**config.mk**
```make
export PLATFORM = sky130hd
export DESIGN_NAME = deser_cfg_regs
export DESIGN_NICKNAME = d
export VERILOG_FILES = /design/src/design/pin_glitch_filter.v /design/src/design/deser_cfg_regs.v
export VERILOG_INCLUDE_DIRS = /design/src /design/src/common
export SDC_FILE = /design/constraint.sdc
export NUM_CORES = 1
export LEC_CHECK = 0
export ABC_AREA = 1
export BUFFER_PORTS_ARGS = -buffer_cell sky130_fd_sc_hd__buf_2
export CAP_MARGIN = 5
export CORE_AREA = 10 10 163 165
export DETAILED_ROUTE_END_ITERATION = 8
export DIE_AREA = 0 0 173 175
export SLEW_MARGIN = 40
export SYNTH_ARGS = -nofsm -noshare
export SYNTH_HDL_FRONTEND = slang
export SYNTH_SLANG_ARGS = --single-unit
```
**constraint.sdc**
```tcl
create_clock -name clk_in -period 2.8 [get_ports clk_in]
set_input_delay 0.7 -clock clk_in [delete_from_list [all_inputs] [get_ports clk_in]]
set_output_delay 0.7 -clock clk_in [all_outputs]
set_load 0.005 [all_outputs]
```
**src/common/deser_cfg_map.vh**
```
// Notes on behaviour
// - output pin drives stored output value
// - enable bit picks gpio; direction 1=input
// - override bit 7 replaces pin selects
// - bit 6 writable enable, bit 5 read-only
// - mode override blocks back channel updates
// - bits 3,2 show sampled mode pins
// - bit 1 wide mode, auto-updated
// - bit 0 narrow mode, auto-updated
// - abort transaction after timeout times 2 ms
// - disable bit 0 stops the watchdog
// - bit 7 forwards all i2c transactions
// - sda hold equals field times 50 ns
// - reject scl/sda glitches up to depth
// - sticky sequence error status bit 7
// - writing clear bit 6 clears error
`ifndef DESER_CFG_MAP_VH
`define DESER_CFG_MAP_VH

// register indices; byte address is four times the index
`define IDX_PIN_CFG 8'h1E
`define IDX_MODE_SEL 8'h1F
`define IDX_WDOG 8'h20
`define IDX_I2C_ONE 8'h21
`define IDX_I2C_TWO 8'h22
`define IDX_IRQ_STAT 8'h30
`define IDX_IRQ_EN 8'h31
`define IDX_IRQ_CLR 8'h32

`define RST_PIN_CFG 8'h03
`define RST_MODE_SEL 8'h00
`define RST_WDOG 8'h00
`define RST_I2C_ONE 8'h00
`define RST_I2C_TWO 8'h00
`define RST_IRQ_EN 3'h0

`define PIN_EN_BIT 0
`define PIN_DIR_BIT 1
`define PIN_VAL_BIT 3
`define MS_OVR_BIT 7
`define MS_OEN_BIT 6
`define MS_OSS_BIT 5
`define MS_MOVR_BIT 4
`define MS_PWIDE_BIT 3
`define MS_PNARROW_BIT 2
`define MS_WIDE_BIT 1
`define MS_NARROW_BIT 0
`define WD_DIS_BIT 0
`define WD_TMO_HI 7
`define WD_TMO_LO 1
`define I2_PASS_BIT 7
`define I2_HOLD_HI 6
`define I2_HOLD_LO 4
`define I2_DEPTH_HI 3
`define I2_DEPTH_LO 0
`define I2_SEQERR_BIT 7
`define I2_SEQCLR_BIT 6
`define IRQ_SEQERR_BIT 0
`define IRQ_WDOG_BIT 1
`define IRQ_MODE_BIT 2

// timing
`define CLK_PERIOD_NS 10
`define WD_STEP_MS 2
`define WD_STEP_CYC (`WD_STEP_MS * 1000000 / `CLK_PERIOD_NS)
`define HOLD_UNIT_NS 50
`define HOLD_UNIT_CYC (`HOLD_UNIT_NS / `CLK_PERIOD_NS)
`define DEPTH_UNIT_NS 10
`define DEPTH_UNIT_CYC (`DEPTH_UNIT_NS / `CLK_PERIOD_NS)

`endif

```
**src/design/pin_glitch_filter.v**
```verilog
`timescale 1ns/100ps
`default_nettype none
`include "deser_cfg_map.vh"
module pin_glitch_filter (
  input wire clk_in, // system clock
  input wire reset_in, // sync reset, active high
  input wire pin_in, // raw pin level
  input wire [3:0] depth_in, // longest rejected pulse, 10 ns units
  output reg level_out // filtered level
);
  reg sync1_q;
  reg sync2_q;
  reg [4:0] stable_q;

  always @(posedge clk_in) begin
    if (reset_in) begin
      sync1_q <= 1'b1;
      sync2_q <= 1'b1;
      stable_q <= 5'h00;
      level_out <= 1'b1;
    end else begin
      sync1_q <= pin_in;
      sync2_q <= sync1_q;
      // new level must outlast depth cycles before it is taken
      if (sync2_q == level_out) begin
        stable_q <= 5'h00;
      end else if (stable_q >= {1'b0, depth_in} * `DEPTH_UNIT_CYC) begin
        level_out <= sync2_q;
        stable_q <= 5'h00;
      end else begin
        stable_q <= stable_q + 5'h01;
      end
    end
  end
endmodule
`default_nettype wire

```
**src/design/deser_cfg_regs.v**
```verilog
// Local design decision: register access over APB.
`timescale 1ns/100ps
`default_nettype none
`include "deser_cfg_map.vh"
module deser_cfg_regs #(
  parameter WD_STEP_CYCLES = `WD_STEP_CYC
) (
  input wire clk_in, // system clock, 100 MHz
  input wire reset_in, // sync reset, active high
  input wire psel_in, // apb select
  input wire penable_in, // apb enable
  input wire pwrite_in, // apb direction, 1 = write
  input wire [7:0] paddr_in, // apb byte address
  input wire [31:0] pwdata_in, // apb write data
  output reg [31:0] prdata_out, // apb read data
  output reg pready_out, // apb ready
  output reg pslverr_out, // apb error, unmapped address
  input wire pin2_in, // third pin, input level
  output reg pin2_out, // third pin, output level
  output reg pin2_oe_out, // third pin, output enable
  input wire func2_data_in, // normal function data for third pin
  input wire func2_oe_in, // normal function enable for third pin
  input wire oen_pin_in, // output enable select pin
  input wire oss_pin_in, // output state select pin
  input wire oss_reg_src_in, // register-side output state selection
  output reg output_enable_select_out, // chosen output enable select
  output reg output_state_select_out, // chosen output state select
  input wire mode_pin_wide_in, // mode pin, wide hf mode
  input wire mode_pin_narrow_in, // mode pin, 10-bit mode
  input wire bc_mode_valid_in, // back channel mode update pulse
  input wire bc_mode_wide_in, // back channel wide hf mode
  input wire bc_mode_narrow_in, // back channel 10-bit mode
  output reg mode_wide_out, // active wide hf mode
  output reg mode_narrow_out, // active 10-bit mode
  input wire ctrl_txn_active_in, // control channel transaction busy
  output reg ctrl_abort_out, // watchdog abort pulse
  output reg passthru_all_out, // forward every i2c transaction
  input wire scl_in, // raw scl
  input wire sda_in, // raw sda
  output reg scl_filt_out, // filtered scl
  output reg sda_held_out, // filtered, hold-delayed sda
  input wire seq_err_in, // forward channel sequence error pulse
  output reg irq_out // level interrupt
);
  localparam HOLD_TAPS = 7 * `HOLD_UNIT_CYC;

  reg [7:0] pin_cfg_q;
  reg [7:0] mode_sel_q;
  reg [7:0] wdog_q;
  reg [7:0] i2c_one_q;
  reg seq_clr_q;
  reg seq_err_q;
  reg [2:0] irq_stat_q;
  reg [2:0] irq_en_q;
  reg [31:0] prdata_d;
  reg addr_ok;
  reg [1:0] oen_sync_q;
  reg [1:0] oss_sync_q;
  reg [1:0] mw_sync_q;
  reg [1:0] mn_sync_q;
  reg [1:0] p2_sync_q;
  reg pwide_q;
  reg pnarrow_q;
  reg [17:0] wd_pre_q;
  reg [6:0] wd_steps_q;
  reg wd_fired_q;
  reg [HOLD_TAPS-1:0] sda_dly_q;
  reg sda_held_d;
  wire [1:0] filt_lvl;
  wire [7:0] idx;
  wire access;
  wire wr_en;
  wire mode_wr;
  wire bc_load;
  wire wd_step;
  wire wd_timeout;
  wire [2:0] irq_evt;
  wire [2:0] hold_sel;

  assign idx = {2'b00, paddr_in[7:2]};
  assign access = psel_in & penable_in;
  // a write lands only at the edge where ready is seen high
  assign wr_en = access & pready_out & pwrite_in & addr_ok;
  assign mode_wr = wr_en & (idx == `IDX_MODE_SEL);

  always @* begin
    addr_ok = (paddr_in[1:0] == 2'b00);
    prdata_d = 32'h0000_0000;
    case (idx)
      `IDX_PIN_CFG: prdata_d[7:0] = {4'h0, pin_cfg_q[3], 1'b0,
                                     pin_cfg_q[1:0]};
      `IDX_MODE_SEL: prdata_d[7:0] = {mode_sel_q[7:6], oss_reg_src_in,
                                      mode_sel_q[4], pwide_q, pnarrow_q,
                                      mode_sel_q[1:0]};
      `IDX_WDOG: prdata_d[7:0] = wdog_q;
      `IDX_I2C_ONE: prdata_d[7:0] = i2c_one_q;
      `IDX_I2C_TWO: prdata_d[7:0] = {seq_err_q, seq_clr_q, 6'h00};
      `IDX_IRQ_STAT: prdata_d[2:0] = irq_stat_q;
      `IDX_IRQ_EN: prdata_d[2:0] = irq_en_q;
      `IDX_IRQ_CLR: prdata_d = 32'h0000_0000;
      default: addr_ok = 1'b0;
    endcase
  end

  // one wait state: ready rises in the second access cycle
  always @(posedge clk_in) begin
    if (reset_in) begin
      pready_out <= 1'b0;
      pslverr_out <= 1'b0;
      prdata_out <= 32'h0000_0000;
    end else if (access & ~pready_out) begin
      pready_out <= 1'b1;
      pslverr_out <= ~addr_ok;
      prdata_out <= (pwrite_in | ~addr_ok) ? 32'h0000_0000 : prdata_d;
    end else begin
      pready_out <= 1'b0;
      pslverr_out <= 1'b0;
    end
  end

  // plain configuration registers
  always @(posedge clk_in) begin
    if (reset_in) begin
      pin_cfg_q <= `RST_PIN_CFG;
      wdog_q <= `RST_WDOG;
      i2c_one_q <= `RST_I2C_ONE;
      seq_clr_q <= 1'b0;
      irq_en_q <= `RST_IRQ_EN;
    end else if (wr_en) begin
      case (idx)
        `IDX_PIN_CFG: pin_cfg_q <= {4'h0, pwdata_in[3], 1'b0,
                                    pwdata_in[1:0]};
        `IDX_WDOG: wdog_q <= pwdata_in[7:0];
        `IDX_I2C_ONE: i2c_one_q <= pwdata_in[7:0];
        `IDX_I2C_TWO: seq_clr_q <= pwdata_in[`I2_SEQCLR_BIT];
        `IDX_IRQ_EN: irq_en_q <= pwdata_in[2:0];
        default: irq_en_q <= irq_en_q;
      endcase
    end
  end

  // pin synchronisers, first stage read by second only
  always @(posedge clk_in) begin
    if (reset_in) begin
      oen_sync_q <= 2'b00;
      oss_sync_q <= 2'b00;
      mw_sync_q <= 2'b00;
      mn_sync_q <= 2'b00;
      p2_sync_q <= 2'b00;
      pwide_q <= 1'b0;
      pnarrow_q <= 1'b0;
    end else begin
      oen_sync_q <= {oen_sync_q[0], oen_pin_in};
      oss_sync_q <= {oss_sync_q[0], oss_pin_in};
      mw_sync_q <= {mw_sync_q[0], mode_pin_wide_in};
      mn_sync_q <= {mn_sync_q[0], mode_pin_narrow_in};
      p2_sync_q <= {p2_sync_q[0], pin2_in};
      pwide_q <= mw_sync_q[1];
      pnarrow_q <= mn_sync_q[1];
    end
  end

  // back channel loads mode bits unless overridden; bus write wins
  assign bc_load = bc_mode_valid_in & ~mode_sel_q[`MS_MOVR_BIT] & ~mode_wr;

  always @(posedge clk_in) begin
    if (reset_in) begin
      mode_sel_q <= `RST_MODE_SEL;
    end else if (mode_wr) begin
      mode_sel_q <= {pwdata_in[7:6], 1'b0, pwdata_in[4], 2'b00,
                     pwdata_in[1:0]};
    end else if (bc_load) begin
      mode_sel_q[`MS_WIDE_BIT] <= bc_mode_wide_in;
      mode_sel_q[`MS_NARROW_BIT] <= bc_mode_narrow_in;
    end
  end

  // pin and select outputs
  always @(posedge clk_in) begin
    if (reset_in) begin
      pin2_out <= 1'b0;
      pin2_oe_out <= 1'b0;
      output_enable_select_out <= 1'b0;
      output_state_select_out <= 1'b0;
      mode_wide_out <= 1'b0;
      mode_narrow_out <= 1'b0;
      passthru_all_out <= 1'b0;
    end else begin
      if (pin_cfg_q[`PIN_EN_BIT]) begin
        pin2_out <= pin_cfg_q[`PIN_VAL_BIT];
        pin2_oe_out <= ~pin_cfg_q[`PIN_DIR_BIT];
      end else begin
        pin2_out <= func2_data_in;
        pin2_oe_out <= func2_oe_in;
      end
      if (mode_sel_q[`MS_OVR_BIT]) begin
        output_enable_select_out <= mode_sel_q[`MS_OEN_BIT];
        output_state_select_out <= oss_reg_src_in;
      end else begin
        output_enable_select_out <= oen_sync_q[1];
        output_state_select_out <= oss_sync_q[1];
      end
      mode_wide_out <= mode_sel_q[`MS_WIDE_BIT];
      mode_narrow_out <= mode_sel_q[`MS_NARROW_BIT];
      passthru_all_out <= i2c_one_q[`I2_PASS_BIT];
    end
  end

  // watchdog: prescaler gives a one-cycle 2 ms step while busy
  assign wd_step = (wd_pre_q == WD_STEP_CYCLES[17:0] - 18'h00001);
  // a zero timeout fires at the first step; software avoids it
  assign wd_timeout = wd_step &
    (wd_steps_q + 7'h01 >= wdog_q[`WD_TMO_HI:`WD_TMO_LO]);

  always @(posedge clk_in) begin
    if (reset_in) begin
      wd_pre_q <= 18'h00000;
      wd_steps_q <= 7'h00;
      wd_fired_q <= 1'b0;
      ctrl_abort_out <= 1'b0;
    end else begin
      ctrl_abort_out <= 1'b0;
      if (~ctrl_txn_active_in | wdog_q[`WD_DIS_BIT]) begin
        wd_pre_q <= 18'h00000;
        wd_steps_q <= 7'h00;
        wd_fired_q <= 1'b0;
      end else if (~wd_fired_q) begin
        wd_pre_q <= wd_step ? 18'h00000 : wd_pre_q + 18'h00001;
        if (wd_timeout) begin
          ctrl_abort_out <= 1'b1;
          wd_fired_q <= 1'b1;
        end else if (wd_step) begin
          wd_steps_q <= wd_steps_q + 7'h01;
        end
      end
    end
  end

  // scl and sda glitch filters
  genvar gi;
  generate
    for (gi = 0; gi < 2; gi = gi + 1) begin : g_filt
      pin_glitch_filter u_filt (
        .clk_in(clk_in),
        .reset_in(reset_in),
        .pin_in(gi == 0 ? scl_in : sda_in),
        .depth_in(i2c_one_q[`I2_DEPTH_HI:`I2_DEPTH_LO]),
        .level_out(filt_lvl[gi])
      );
    end
  endgenerate

  // sda hold: delay line tapped at hold field times five cycles
  assign hold_sel = i2c_one_q[`I2_HOLD_HI:`I2_HOLD_LO];

  always @* begin
    if (hold_sel == 3'h0) begin
      sda_held_d = filt_lvl[1];
    end else begin
      sda_held_d = sda_dly_q[hold_sel * `HOLD_UNIT_CYC - 1];
    end
  end

  always @(posedge clk_in) begin
    if (reset_in) begin
      sda_dly_q <= {HOLD_TAPS{1'b1}};
      scl_filt_out <= 1'b1;
      sda_held_out <= 1'b1;
    end else begin
      sda_dly_q <= {sda_dly_q[HOLD_TAPS-2:0], filt_lvl[1]};
      scl_filt_out <= filt_lvl[0];
      sda_held_out <= sda_held_d;
    end
  end

  // sequence error: set beats a clear in the same cycle
  always @(posedge clk_in) begin
    if (reset_in) begin
      seq_err_q <= 1'b0;
    end else if (seq_err_in) begin
      seq_err_q <= 1'b1;
    end else if (wr_en & (idx == `IDX_I2C_TWO) &
                 pwdata_in[`I2_SEQCLR_BIT]) begin
      seq_err_q <= 1'b0;
    end
  end

  // interrupt status, write-one-to-clear through clear register
  assign irq_evt = {bc_load, ctrl_abort_out, seq_err_in};

  always @(posedge clk_in) begin
    if (reset_in) begin
      irq_stat_q <= 3'h0;
      irq_out <= 1'b0;
    end else begin
      if (wr_en & (idx == `IDX_IRQ_CLR)) begin
        irq_stat_q <= (irq_stat_q & ~pwdata_in[2:0]) | irq_evt;
      end else begin
        irq_stat_q <= irq_stat_q | irq_evt;
      end
      irq_out <= |(irq_stat_q & irq_en_q);
    end
  end
endmodule
`default_nettype wire

```
* Yosys cells after proc, flatten, opt, wreduce, memory -nomap -nowiden
Cells that the tools add are included.
** Storage, ports and cells
- Word-level logic and storage cells :: 131
- Bits of input ports :: 60
- Register bits after elaboration :: 164
** Operators by class
- Multiply operators :: 1
- Eq/ne operators :: 11
- Reduce and logical (&&, ||, !) cells :: 19
- Add/sub/neg operators :: 5
- Magnitude comparators :: 4
- Muxes and demuxes :: 20
- Bitwise logic cells :: 30
** Operators by type and width (number)
- $eq A6 B6 Y1 const B :: 6
- $lt A32 B7 Y1 const B :: 1
- $pmux W5 S5 :: 1
- $add A18 B1 Y18 const B :: 1
- $eq A18 B18 Y1 const B :: 1
- $mux W18 :: 1
- $pmux W3 S6 :: 1
- $reduce_and A2 Y1 :: 7
- $and A1 B1 Y1 :: 12
- $eq A6 B5 Y1 const B :: 2
- $mux W1 :: 12
- $reduce_or A3 Y1 :: 4
- $not A1 Y1 :: 11
- $add A5 B1 Y5 const B :: 2
- $ge A5 B4 Y1 :: 2
- $mux W8 :: 1
- $reduce_or A8 Y1 :: 1
- $add A7 B1 Y7 const B :: 1
- $ge A7 B7 Y1 :: 1
- $sub A6 B1 Y7 const B :: 1
- $and A3 B3 Y3 :: 2
- $bmux W1 S6 :: 1
- $mul A3 B3 Y6 const B :: 1
- $or A3 B3 Y3 :: 2
- other kinds (10) :: 15

* Logic depth before layout (Yosys ltp)
Gate-level depths: netlist (run 1).
- Depth in word-level cells :: 9
- Depth in mapped cells :: 14

* Modules after synthesis
A second synthesis (run 1) with hierarchy kept.
** Unflattened totals
- Cell total of the unflattened synthesis :: 858
- Area total of the unflattened synthesis :: 6533.8 µm²
** By module, submodules not included
- deser_cfg_regs :: area each 5700.5 µm², cells an instance 752, times used 1, seq. area each 2482.4 µm²
- pin_glitch_filter (g_filt[1].u_filt) :: area each 420.4 µm², cells an instance 55, times used 1, seq. area each 160.2 µm²
- pin_glitch_filter (g_filt[0].u_filt) :: area each 412.9 µm², cells an instance 51, times used 1, seq. area each 160.2 µm²

* Least setup slack after synthesis (run 1)
Ideal clock, no wire load.
- Path kind :: register to register
- From :: reg i2c_one_q[4]
- To :: reg sda_held_out
- Data arrival time :: 2328 ps
- Setup slack :: 359 ps
- Data required time :: 2687 ps
- Setup time :: 113 ps
- Cell stages (with the launch flop) :: 14
- Cells stage by stage :: dfxtp_1 > clkbuf_1 > inv_1 > clkbuf_1 > ha_1 > inv_1 > ha_1 > nand2_1 > o21ai_0 > xor2_1 > nand3b_1 > nand2_1 > nand3_1 > nand2_1
** On the way
- Word-level cells in the longest chain between the ends :: 5
** RTL lines
- start, declared :: RTL line deser_cfg_regs.v:50 : reg [7:0] i2c_one_q;
- start signal, assigned :: RTL line deser_cfg_regs.v:126 : i2c_one_q <= `RST_I2C_ONE;
- start signal, assigned :: RTL line deser_cfg_regs.v:134 : `IDX_I2C_ONE: i2c_one_q <= pwdata_in[7:0];
- $mul A3 B3 Y6 (no line)
- $sub A6 B1 Y7 :: RTL line deser_cfg_regs.v:260 : sda_held_d = sda_dly_q[hold_sel * `HOLD_UNIT_CYC - 1];
- $bmux W1 S6 :: RTL line deser_cfg_regs.v:260
- $mux W1 :: RTL line deser_cfg_regs.v:260
- $mux W1 * :: RTL line deser_cfg_regs.v:257 : if (hold_sel == 3'h0) begin
- end signal, assigned :: RTL line deser_cfg_regs.v:272 : sda_held_out <= sda_held_d;
- end, declared :: RTL line deser_cfg_regs.v:41 : output reg sda_held_out,
Every way passes the cells marked *; elsewhere a longest branch is shown, timed or not. The select of a mux whose other input is x is not followed.
A chain may end at the register's enable or synchronous reset.

* Final worst setup path (run 1)
- From :: reg wd_steps_q[0]
- To :: reg wd_steps_q[4]
** On the way
- Word-level cells in the longest chain between the ends :: 5
** RTL lines
- start, declared :: RTL line deser_cfg_regs.v:65 : reg [6:0] wd_steps_q;
- start signal, assigned :: RTL line deser_cfg_regs.v:233 : wd_steps_q <= wd_steps_q + 7'h01;
- $add A7 B1 Y7 * :: RTL line deser_cfg_regs.v:213, deser_cfg_regs.v:233
- $ge A7 B7 Y1 :: RTL line deser_cfg_regs.v:213 : (wd_steps_q + 7'h01 >= wdog_q[`WD_TMO_HI:`WD_TMO_LO]);
- $and A1 B1 Y1 :: RTL line deser_cfg_regs.v:212 : assign wd_timeout = wd_step &
- $not A1 Y1 (no line)
- $reduce_and A3 Y1 (no line)
Every way passes the cells marked *; elsewhere a longest branch is shown, timed or not.

==> results.yml, run 1 <==
run_status:
  outcome: "finished clean"
cells_and_area:
  fin_nets: 978
  layout-drive-gt1-share_pct: 15.6
  antenna_cells: 0
  n_fill_cell: 2478
  area_delta_synth_final_pct: 17.7
route:
  wl_per_cell_um: 12.2
  drc: 0
  first_pass_iters: 4
  num_vias: 5255
  drtAntennaViolNets: 0
  drt-initial-drc-count: 319
  wl_um: 14900
  via_per_inst: 4.30
floorplanning:
  start_util_pct: 27.6
  die_y_um: 175
  core_area_mm2: 0.0233
  die_w_um: 173
  dieArea_mm2: 0.0303
  io_pins: 105
  rows: 56
yosys:
  synth_mux_area_share_pct: 0
  async_flop_share_pct: 0
  synth_top_family_by_area: "simple AND/OR/NAND/NOR gates"
  synth-edff-count: 0
  synth_commonest_cells: "dfxtp_1 (140), nand2_1 (123), inv_1 (121)"
  synth_area_leaders: "dfxtp_1 (44%), nand2_1 (7.2%), inv_1 (7.1%)"
  ys_ff_latch: 140
  yosysMostFrequentCell: "dfxtp_1"
  synth_adder_area_share_pct: 5.39
  yosys_warnings: 0
  synth-compound-area-share_pct: 12.6
  synth_area_per_cell_um2: 7.74
  synthFlopType: "dfxtp_1"
  synthXorXnorAreaFrac_pct: 3.42
  yosysTopAreaCell: "dfxtp_1"
  synth_area_mm2: 0.00641
  yosys.cell_types.count: 42
  yosysSeqAreaShare_pct: 43.7
  syn_inst: 828
  yosys.area.top_type_share_pct: 43.7
  synthSimpleGateAreaFrac_pct: 23.3
clock_network:
  clock_path_buffers: 2
  root_buffer: "clkbuf_16"
  clk_latency_ns: 0.41
  h-tree-depth: 4
  cts_tree: "built"
  cts.sinks: 140
  clk_transition_reported_paths_ns: 0.06
  ctsHoldBuffers: 0
  cts_buffers: 17
placed_design:
  post-dp-hpwl_um: 11000
  numPortBuffers: 55
  gp_congestion: 0.811
  place_ws_ns: 0.298
critical_path:
  slowest_stage: "dfxtp_1"
  max_stage_delay_ns: 0.39
  crit_fanout: 6
  cp-end-kind: "flip-flop"
  cp_top_family: "simple AND/OR/NAND/NOR gates"
  cp.required_ns: 3.10
  cp_cell_sequence: "ha_1 > nand3_1 > nand3b_1 > xor2_1 > inv_1 > ha_1 > nand2_1 > nor2_1 > a211oi_2 > nand3_1 > inv_1 > nand2_1 > o21ai_0 > nor2_1"
  worstRegToRegCells: 14
  path_buf_inv: 2
  arrival_ns: 2.74
  cp_num_cells: 14
  path_class: "flip-flop to flip-flop"
  setup.worst_path.start_class: "flip-flop"
sta:
  setup_viol_count_final: 0
  maxSlewHeadroom_pct: 61.9
  fin_tns_setup_ns: 0
  setup_slack_ns: 0.360
  min_period_ns: 2.44
  skew_ns: 0.00837
  slew_viol_final: 0
  fmax_mhz: 410
  worst_pin_slew_ns: 0.572
  rsz0062_at_grt: "false"
  final_hold_viol_count: 0
  holdWs_ns: 0.406
  min_period_over_period_pct: 87.1
min_path:
  hold_depth: 1
  hold_class: "flip-flop to flip-flop"
grt:
  grt-ovfl-total: 0
  gr-usage-all-layers_pct: 9.85
  grt_pass1_wl_um: 24600
  grt_max_degree: 58
  grt_pass1_vias: 4896
  antenna_found_initial: 0
job:
  maxCapViolations: 0
pwr:
  ir_worst_vdd_v: 0.000408
  p_leak_uw: 0.00330
  power_density_mw_per_mm2: 568
  power_uw: 4280
-- timing repair --
action,in CTS,in global routing
setup endpoints to repair,0,3
resized for setup,0,3
buffers inserted,0,1
-- flip-flops by register name, summed over array words and instances (netlist names), 2 cells and up --
name                     count
irq_stat_q                   3
sda_dly_q                   35
mn_sync_q                    2
i2c_one_q                    8
pin_cfg_q                    3
mw_sync_q                    2
wd_steps_q                   7
irq_en_q                     3
wdog_q                       8
mode_sel_q                   5
g_filt.u_filt.sync2_q        2
oss_sync_q                   2
oen_sync_q                   2
g_filt.u_filt.sync1_q        2
prdata_out                   8
wd_pre_q                    18
g_filt.u_filt.stable_q      10
g_filt.u_filt.level_out      2
-- metal layers --
layer | vias to the layer above | share of wire (%) | wire, um | track usage [%]
met4 | 0 | 1.2 | 172 | 3.45
met1 | 2378 | 48 | 7210 | 12.8
met5 | - | 0 | 0 | 0
met3 | 12 | 4.9 | 732 | 2.74
li1 | 2753 | - | - | -
met2 | 112 | 45 | 6760 | 15.4
-- final timing paths --
check,from,endpoint,slack (ns)
max,wd_steps_q[0]$_SDFFE_PP0P_,wd_steps_q[4]$_SDFFE_PP0P_,0.36
min,g_filt[0].u_filt.sync1_q$_SDFF_PP1_,g_filt[0].u_filt.sync2_q$_SDFF_PP1_,0.41
max reg2reg,wd_steps_q[0]$_SDFFE_PP0P_,wd_steps_q[4]$_SDFFE_PP0P_,0.36
min reg2reg,g_filt[0].u_filt.sync1_q$_SDFF_PP1_,g_filt[0].u_filt.sync2_q$_SDFF_PP1_,0.41
-- power breakdown --
part	switching [uW]	internal [uW]	total [uW]
Sequential	8.92	2010	2020
Clock	840	1270	2110
Combinational	103	49.1	152
Total	952	3330	4280
-- cell type report --
class	instances	area, um^2	share of cell area (%)
multi-input combinational	543	2960	39.3
sequential	140	2800	37.2
clock buffer	23	468	6.20
inverter	122	458	6.07
tap	319	399	5.29
timing repair buffer	67	365	4.84
clock inverter	9	88.8	1.18
-- kinds of logic (layout without fill, tap and decap cells) --
family / count (synthesis) / after routing
AOI/OAI and AO/OA: 146 / 146
xor gates and xnor gates: 25 / 25
adders and majority gates: 27 / 27
buffers and inverters: 168 / 221
DFF: 140 / 140
other: 1 / 24
and+or+nand+nor: 321 / 321
-- placed cells by master (no fill, tap or decap), drive strengths merged, types with 5 or more instances in the layout --
master	synthesis	final
nor3	15	15
ha	26	26
or2	28	28
nor2	78	78
dfxtp	140	140
nand4	11	11
o211ai	8	8
inv	121	122
buf	27	67
clkinv	1	5
xor2	19	19
a21oi	62	62
clkbuf	19	23
nand3	57	57
conb	1	24
xnor2	6	6
o21ai	61	61
nand2	124	124
-- stage by stage --
step	cell area [um^2]	util, %	cells
floorplan	6500	-	851
global placement	6970	30.0	1190
detailed placement	6970	30.0	1190
CTS	7530	32.4	1222
global route	7540	32.4	1223
finish	7540	32.4	1223
-- worst reg2reg max path: stages (launching register included) --
cell and delay, ns:
dfxtp_1 0.39, ha_1 0.20, nand3_1 0.12, nand3b_1 0.19, xor2_1 0.14, inv_1 0.07, ha_1 0.31, nand2_1 0.07
nor2_1 0.05, a211oi_2 0.16, nand3_1 0.15, inv_1 0.10, nand2_1 0.15, o21ai_0 0.19, nor2_1 0.05
No activity file was read; power rests on OpenSTA's default activity.
==> run 2: changes to the inputs <==
CORE_AREA = 10 10 181 149   (was 10 10 163 165)
DIE_AREA = 0 0 191 159   (was 0 0 173 175)
clock period = 2.2 ns   (was 2.8 ns; I/O delays follow)
==> results.yml, run 2 (synthesis gave the netlist of run 1 again) <==
run_status:
  outcome: "complete, but fails checks"
  violations: "negative setup slack"
sta:
  setup_slack_ns: -0.00959
  final_hold_viol_count: 0
  skew_ns: 0.00741
  fin_tns_setup_ns: -0.0166
  min_period_ns: 2.21
  slew_viol_final: 0
  setup_viol_count_final: 2
  holdWs_ns: 0.312
  fmax_mhz: 453
  min_period_over_period_pct: 100
  rsz0062_at_grt: "true"
critical_path:
  path_buf_inv: 1
  cp.required_ns: 2.51
  r2r_start: "wd_steps_q[1]$_SDFFE_PP0P_"
  setup.worst_path.start_class: "flip-flop"
  slowest_stage: "dfxtp_2"
  rrSetupSlack_ns: -0.01
  arrival_ns: 2.52
  reg2reg_to: "wd_steps_q[0]$_SDFFE_PP0P_"
  worstRegToRegCells: 13
  cp_cell_sequence: "buf_6 > nand3_2 > nand3b_1 > xnor2_2 > ha_1 > nand2_2 > nor2_2 > a211oi_2 > nand3_2 > nor2_4 > nand2_1 > nand2_1 > nor2_1"
  max_stage_delay_ns: 0.36
  crit_end: "wd_steps_q[0]$_SDFFE_PP0P_"
  cp_num_cells: 13
  cp-end-kind: "flip-flop"
  path_class: "flip-flop to flip-flop"
  crit_path_start: "wd_steps_q[1]$_SDFFE_PP0P_"
  cp_top_family: "simple AND/OR/NAND/NOR gates"
  crit_fanout: 8
clock_network:
  clk_transition_reported_paths_ns: 0.06
  root_buffer: "clkbuf_16"
  h-tree-depth: 4
  ctsHoldBuffers: 0
  cts.sinks: 140
  clk_latency_ns: 0.42
  cts_buffers: 17
  cts_tree: "built"
  clock_path_buffers: 2
floorplanning:
  core_area_mm2: 0.0232
  dieArea_mm2: 0.0304
  die_w_um: 191
  die_y_um: 159
  io_pins: 105
  start_util_pct: 27.6
  rows: 50
cells_and_area:
  largest-register: "sda_dly_q"
  multi_input_area_mm2: 0.00310
  ff_latch_area_mm2: 0.00281
  reg_top3: "sda_dly_q: 35 flops, wd_pre_q: 18 flops, g_filt.u_filt.stable_q: 10 flops"
  largest_reg_flops: 35
  layout-drive-gt1-share_pct: 20.3
  n_fill_cell: 2423
  mostFrequentLayoutCell: "dfxtp_1"
  fin_util_pct: 33.7
  final_cell_mix: "dfxtp_1 (138), nand2_1 (121), inv_1 (119)"
  fin_nets: 996
  area_delta_synth_final_pct: 22.2
pwr:
  power.internal_uw: 4110
  swShare_pct: 24.1
  power_uw: 5420
  ir_worst_vdd_v: 0.000380
  seqPwrFrac_pct: 47.4
  clockPowerShare_pct: 48.8
  p_leak_uw: 0.00343
  p_switching_uw: 1310
  power_density_mw_per_mm2: 692
  comb_power_share_pct: 3.8
route:
  wl_um: 15900
  via_per_inst: 4.31
  num_vias: 5325
  wl_per_cell_um: 12.9
  first_pass_iters: 5
  drc: 0
  drt-initial-drc-count: 330
  drtAntennaViolNets: 0
min_path:
  hold_class: "primary input to flip-flop"
grt:
  antenna_found_initial: 2
  grt_pass1_vias: 4973
  grt-ovfl-total: 0
  gr-usage-all-layers_pct: 10.5
  grt_max_degree: 58
  grt_pass1_wl_um: 25600
placed_design:
  gp_congestion: 0.857
  numPortBuffers: 55
  place_ws_ns: -0.222
  post-dp-hpwl_um: 11800
job:
  maxCapViolations: 0
[run 2: cell types whose count changed in the layout (fill, tap and decap cells not counted), sizes merged]
cell / delta
clkbuf: -5
bufinv: -1
inv: +4
buf: +18
clkinv: +2
diode: +1
[run 2: how the worst min path moves through the flow]
stage / from / to / slack (ns) / cells past startpoint
floorplan: mn_sync_q[0]$_SDFF_PP0_ / mn_sync_q[1]$_SDFF_PP0_ / 0.39 / 2
global placement: oss_sync_q[0]$_SDFF_PP0_ / oss_sync_q[1]$_SDFF_PP0_ / 0.39 / 2
detailed placement: oss_sync_q[0]$_SDFF_PP0_ / oss_sync_q[1]$_SDFF_PP0_ / 0.40 / 2
CTS: sda_in / g_filt[1].u_filt.sync1_q$_SDFF_PP1_ / 0.29 / 2
global route: scl_in / g_filt[0].u_filt.sync1_q$_SDFF_PP1_ / 0.30 / 2
finish: sda_in / g_filt[1].u_filt.sync1_q$_SDFF_PP1_ / 0.31 / 2
[run 2: repair_timing]
item | CTS | global route
resized for setup | 25 | 13
pin swaps | 6 | 11
endpoints found under the setup margin | 9 | 12
setup buffers | 4 | 1
[run 2: layout make-up]
class | count | share of cell area, %
multi-input cells | 543 | 39.5
flip-flops and latches | 140 | 35.9
repair buffers | 85 | 6.74
inverters | 122 | 5.85
clock buffers | 18 | 5.61
well taps | 312 | 4.98
clock inverters | 14 | 1.41
diodes | 1 | 0.0320
[run 2: power groups by stage]
stage               combinational [uW]  clock [uW]  sequential, uW
floorplan                          139           0            2630
global placement                   200           0            2630
detailed placement                 201           0            2630
CTS                                203        2710            2570
global route                       229        2820            2570
finish                             203        2650            2570
[run 2: layer usage]
metal | global-route usage [%] | wire [um] | up-vias
met3 | 3.19 | 822 | 19
li1 | - | - | 2790
met5 | 0 | 13 | -
met4 | 3.61 | 262 | 2
met2 | 15.2 | 6820 | 92
met1 | 14.2 | 7970 | 2422
[run 2: worst reg2reg max path, stage by stage (launching register included)]
cell and delay [ns]:
dfxtp_2 0.36, buf_6 0.10, nand3_2 0.07, nand3b_1 0.21, xnor2_2 0.18, ha_1 0.33
nand2_2 0.08, nor2_2 0.04, a211oi_2 0.16, nand3_2 0.16, nor2_4 0.23, nand2_1 0.07
nand2_1 0.06, nor2_1 0.04
[run 2: per-stage QoR]
| step | cells | cell area [um^2] |
|---|---|---|
| after floorplan | 851 | 6510 |
| after global placement | 1198 | 7110 |
| after detailed placement | 1198 | 7110 |
| after CTS | 1233 | 7770 |
| after global routing | 1234 | 7830 |
| final | 1235 | 7830 |
==> run 3: changes to the inputs <==
CELL_PAD_IN_SITES_DETAIL_PLACEMENT = 1   (was unset)
CELL_PAD_IN_SITES_GLOBAL_PLACEMENT = 2   (was unset)
PLACE_DENSITY_LB_ADDON = 0.1   (was unset)
REMOVE_ABC_BUFFERS = 1   (was unset)
==> results.yml, run 3 (synthesis gave the netlist of run 1 again) <==
sta:
  min_period_ns: 2.19
  fmax_mhz: 456
  min_period_over_period_pct: 99.7
  slew_viol_final: 0
  skew_ns: 0.00916
  holdWs_ns: 0.303
  rsz0062_at_grt: "true"
  setup_viol_count_final: 0
  setup_slack_ns: 0.00736
  final_hold_viol_count: 0
floorplanning:
  core_area_mm2: 0.0232
  die_y_um: 159
  rows: 50
  io_pins: 105
  dieArea_mm2: 0.0304
  start_util_pct: 27.6
  die_w_um: 191
route:
  drtAntennaViolNets: 0
  drt-initial-drc-count: 231
  via_per_inst: 4.52
  wl_um: 19900
  wl_per_cell_um: 15.9
  first_pass_iters: 4
  drc: 0
  num_vias: 5644
critical_path:
  cp-end-kind: "flip-flop"
  crit_path_start: "wd_steps_q[1]$_SDFFE_PP0P_"
  setup.worst_path.start_class: "flip-flop"
  r2r_start: "wd_steps_q[1]$_SDFFE_PP0P_"
  reg2reg_to: "wd_steps_q[1]$_SDFFE_PP0P_"
  worstRegToRegCells: 14
  rrSetupSlack_ns: 0.007
  path_class: "flip-flop to flip-flop"
  cp.required_ns: 2.55
  crit_end: "wd_steps_q[1]$_SDFFE_PP0P_"
  max_stage_delay_ns: 0.36
  arrival_ns: 2.54
  crit_fanout: 8
  cp_cell_sequence: "ha_4 > nand3_4 > nand3b_1 > xor2_1 > inv_1 > ha_4 > nand2_2 > nor2_2 > a211oi_2 > nand3_2 > nor2_2 > buf_6 > o21ai_2 > nor2_1"
  slowest_stage: "dfxtp_4"
cells_and_area:
  reg_top3: "sda_dly_q: 35 flops, wd_pre_q: 18 flops, g_filt.u_filt.stable_q: 10 flops"
  n_fill_cell: 2793
  multi_input_area_mm2: 0.00313
  final_cell_mix: "dfxtp_1 (137), nand2_1 (120), inv_1 (119)"
  layout-drive-gt1-share_pct: 22.0
  ff_latch_area_mm2: 0.00281
  fin_nets: 1012
  largest_reg_flops: 35
  largest-register: "sda_dly_q"
  area_delta_synth_final_pct: 24.8
  mostFrequentLayoutCell: "dfxtp_1"
  fin_util_pct: 34.5
min_path:
  hold_class: "primary input to flip-flop"
  hold_path_startpoint: "scl_in"
  hold_depth: 2
grt:
  antenna_found_initial: 1
  grt_pass1_wl_um: 32000
  grt_max_degree: 49
  grt-ovfl-total: 0
  gr-usage-all-layers_pct: 13.2
  grt_pass1_vias: 5966
pwr:
  ir_worst_vdd_v: 0.000458
  power_density_mw_per_mm2: 708
  p_leak_uw: 0.00351
clock_network:
  cts.sinks: 140
  root_buffer: "clkbuf_16"
  clk_latency_ns: 0.42
  clock_path_buffers: 2
  h-tree-depth: 4
  ctsHoldBuffers: 0
  cts_buffers: 17
  clk_transition_reported_paths_ns: 0.06
  cts_tree: "built"
placed_design:
  place_ws_ns: -0.239
  post-dp-hpwl_um: 15000
  numPortBuffers: 55
  gp_congestion: 0.846
job:
  maxCapViolations: 0
run_status:
  outcome: "finished clean"
-- run 3: changes by cell type in the layout (fill, tap and decap cells not counted), sizes merged --
cell and change:
buf +16, inv -4, clkinv -3, bufinv +2, clkbuf +2, clkinvlp +1
-- run 3: metrics by stage --
| step | instance area (um^2) | TNS [ns] | power [uW] | instances |
|---|---|---|---|---|
| 2_1_floorplan | 6220 | -3.21 | 2720 | 805 |
| 3_3_place_gp | 7180 | -0.856 | 2840 | 1212 |
| 3_5_place_dp | 7180 | -1.35 | 2850 | 1212 |
| 4_1_cts | 7840 | -0.738 | 5770 | 1244 |
| 5_1_grt | 8000 | -1.20 | 5900 | 1248 |
| 6_report | 8000 | 0 | 5660 | 1249 |
-- run 3: worst min path at each step --
stage / end / slack, ns
floorplan: mn_sync_q[1]$_SDFF_PP0_ / 0.39
global placement: g_filt[0].u_filt.sync2_q$_SDFF_PP1_ / 0.40
detailed placement: oss_sync_q[1]$_SDFF_PP0_ / 0.40
CTS: g_filt[0].u_filt.sync1_q$_SDFF_PP1_ / 0.28
global route: g_filt[0].u_filt.sync1_q$_SDFF_PP1_ / 0.29
finish: g_filt[0].u_filt.sync1_q$_SDFF_PP1_ / 0.30
-- run 3: final cells by class --
type	instances	area share, %
Clock buffer	20	5.71
Inverter	122	5.73
Tap cell	312	4.88
Clock inverter	10	1.47
Multi-Input combinational cell	543	39.2
Antenna cell	1	0.0313
Sequential cell	140	35.1
Timing Repair Buffer	101	7.90
-- run 3: repair_timing --
item                                    CTS  global route
gates resized for setup                  17            29
pin swaps                                 7            12
cloned                                    0             0
endpoints found under the setup margin   10            12
setup buffers                             2             4
-- run 3: routing by layer --
layer,wire (um),up-vias,GRT usage (%),part of all wire [%]
li1,-,2813,-,-
met5,0,-,0,0
met2,9050,97,20.6,45
met3,933,22,3.61,4.7
met4,303,0,4.15,1.5
met1,9610,2712,17.3,48
-- run 3: worst max-delay path: cells and delay by family (launching register included) --
kind            cells  cell delay (ns)
simple gates        7             0.75
fa+ha+maj           2             0.37
flops               1             0.36
buf+inv             2             0.26
compound gates      2             0.22
xor+xnor            1             0.16
-- run 3: power breakdown --
part / internal (uW) / total (uW) / switching [uW]
clock: 1720 / 2870 / 1150
sequential: 2560 / 2570 / 12.3
combinational: 69.6 / 217 / 147
total: 4350 / 5660 / 1310
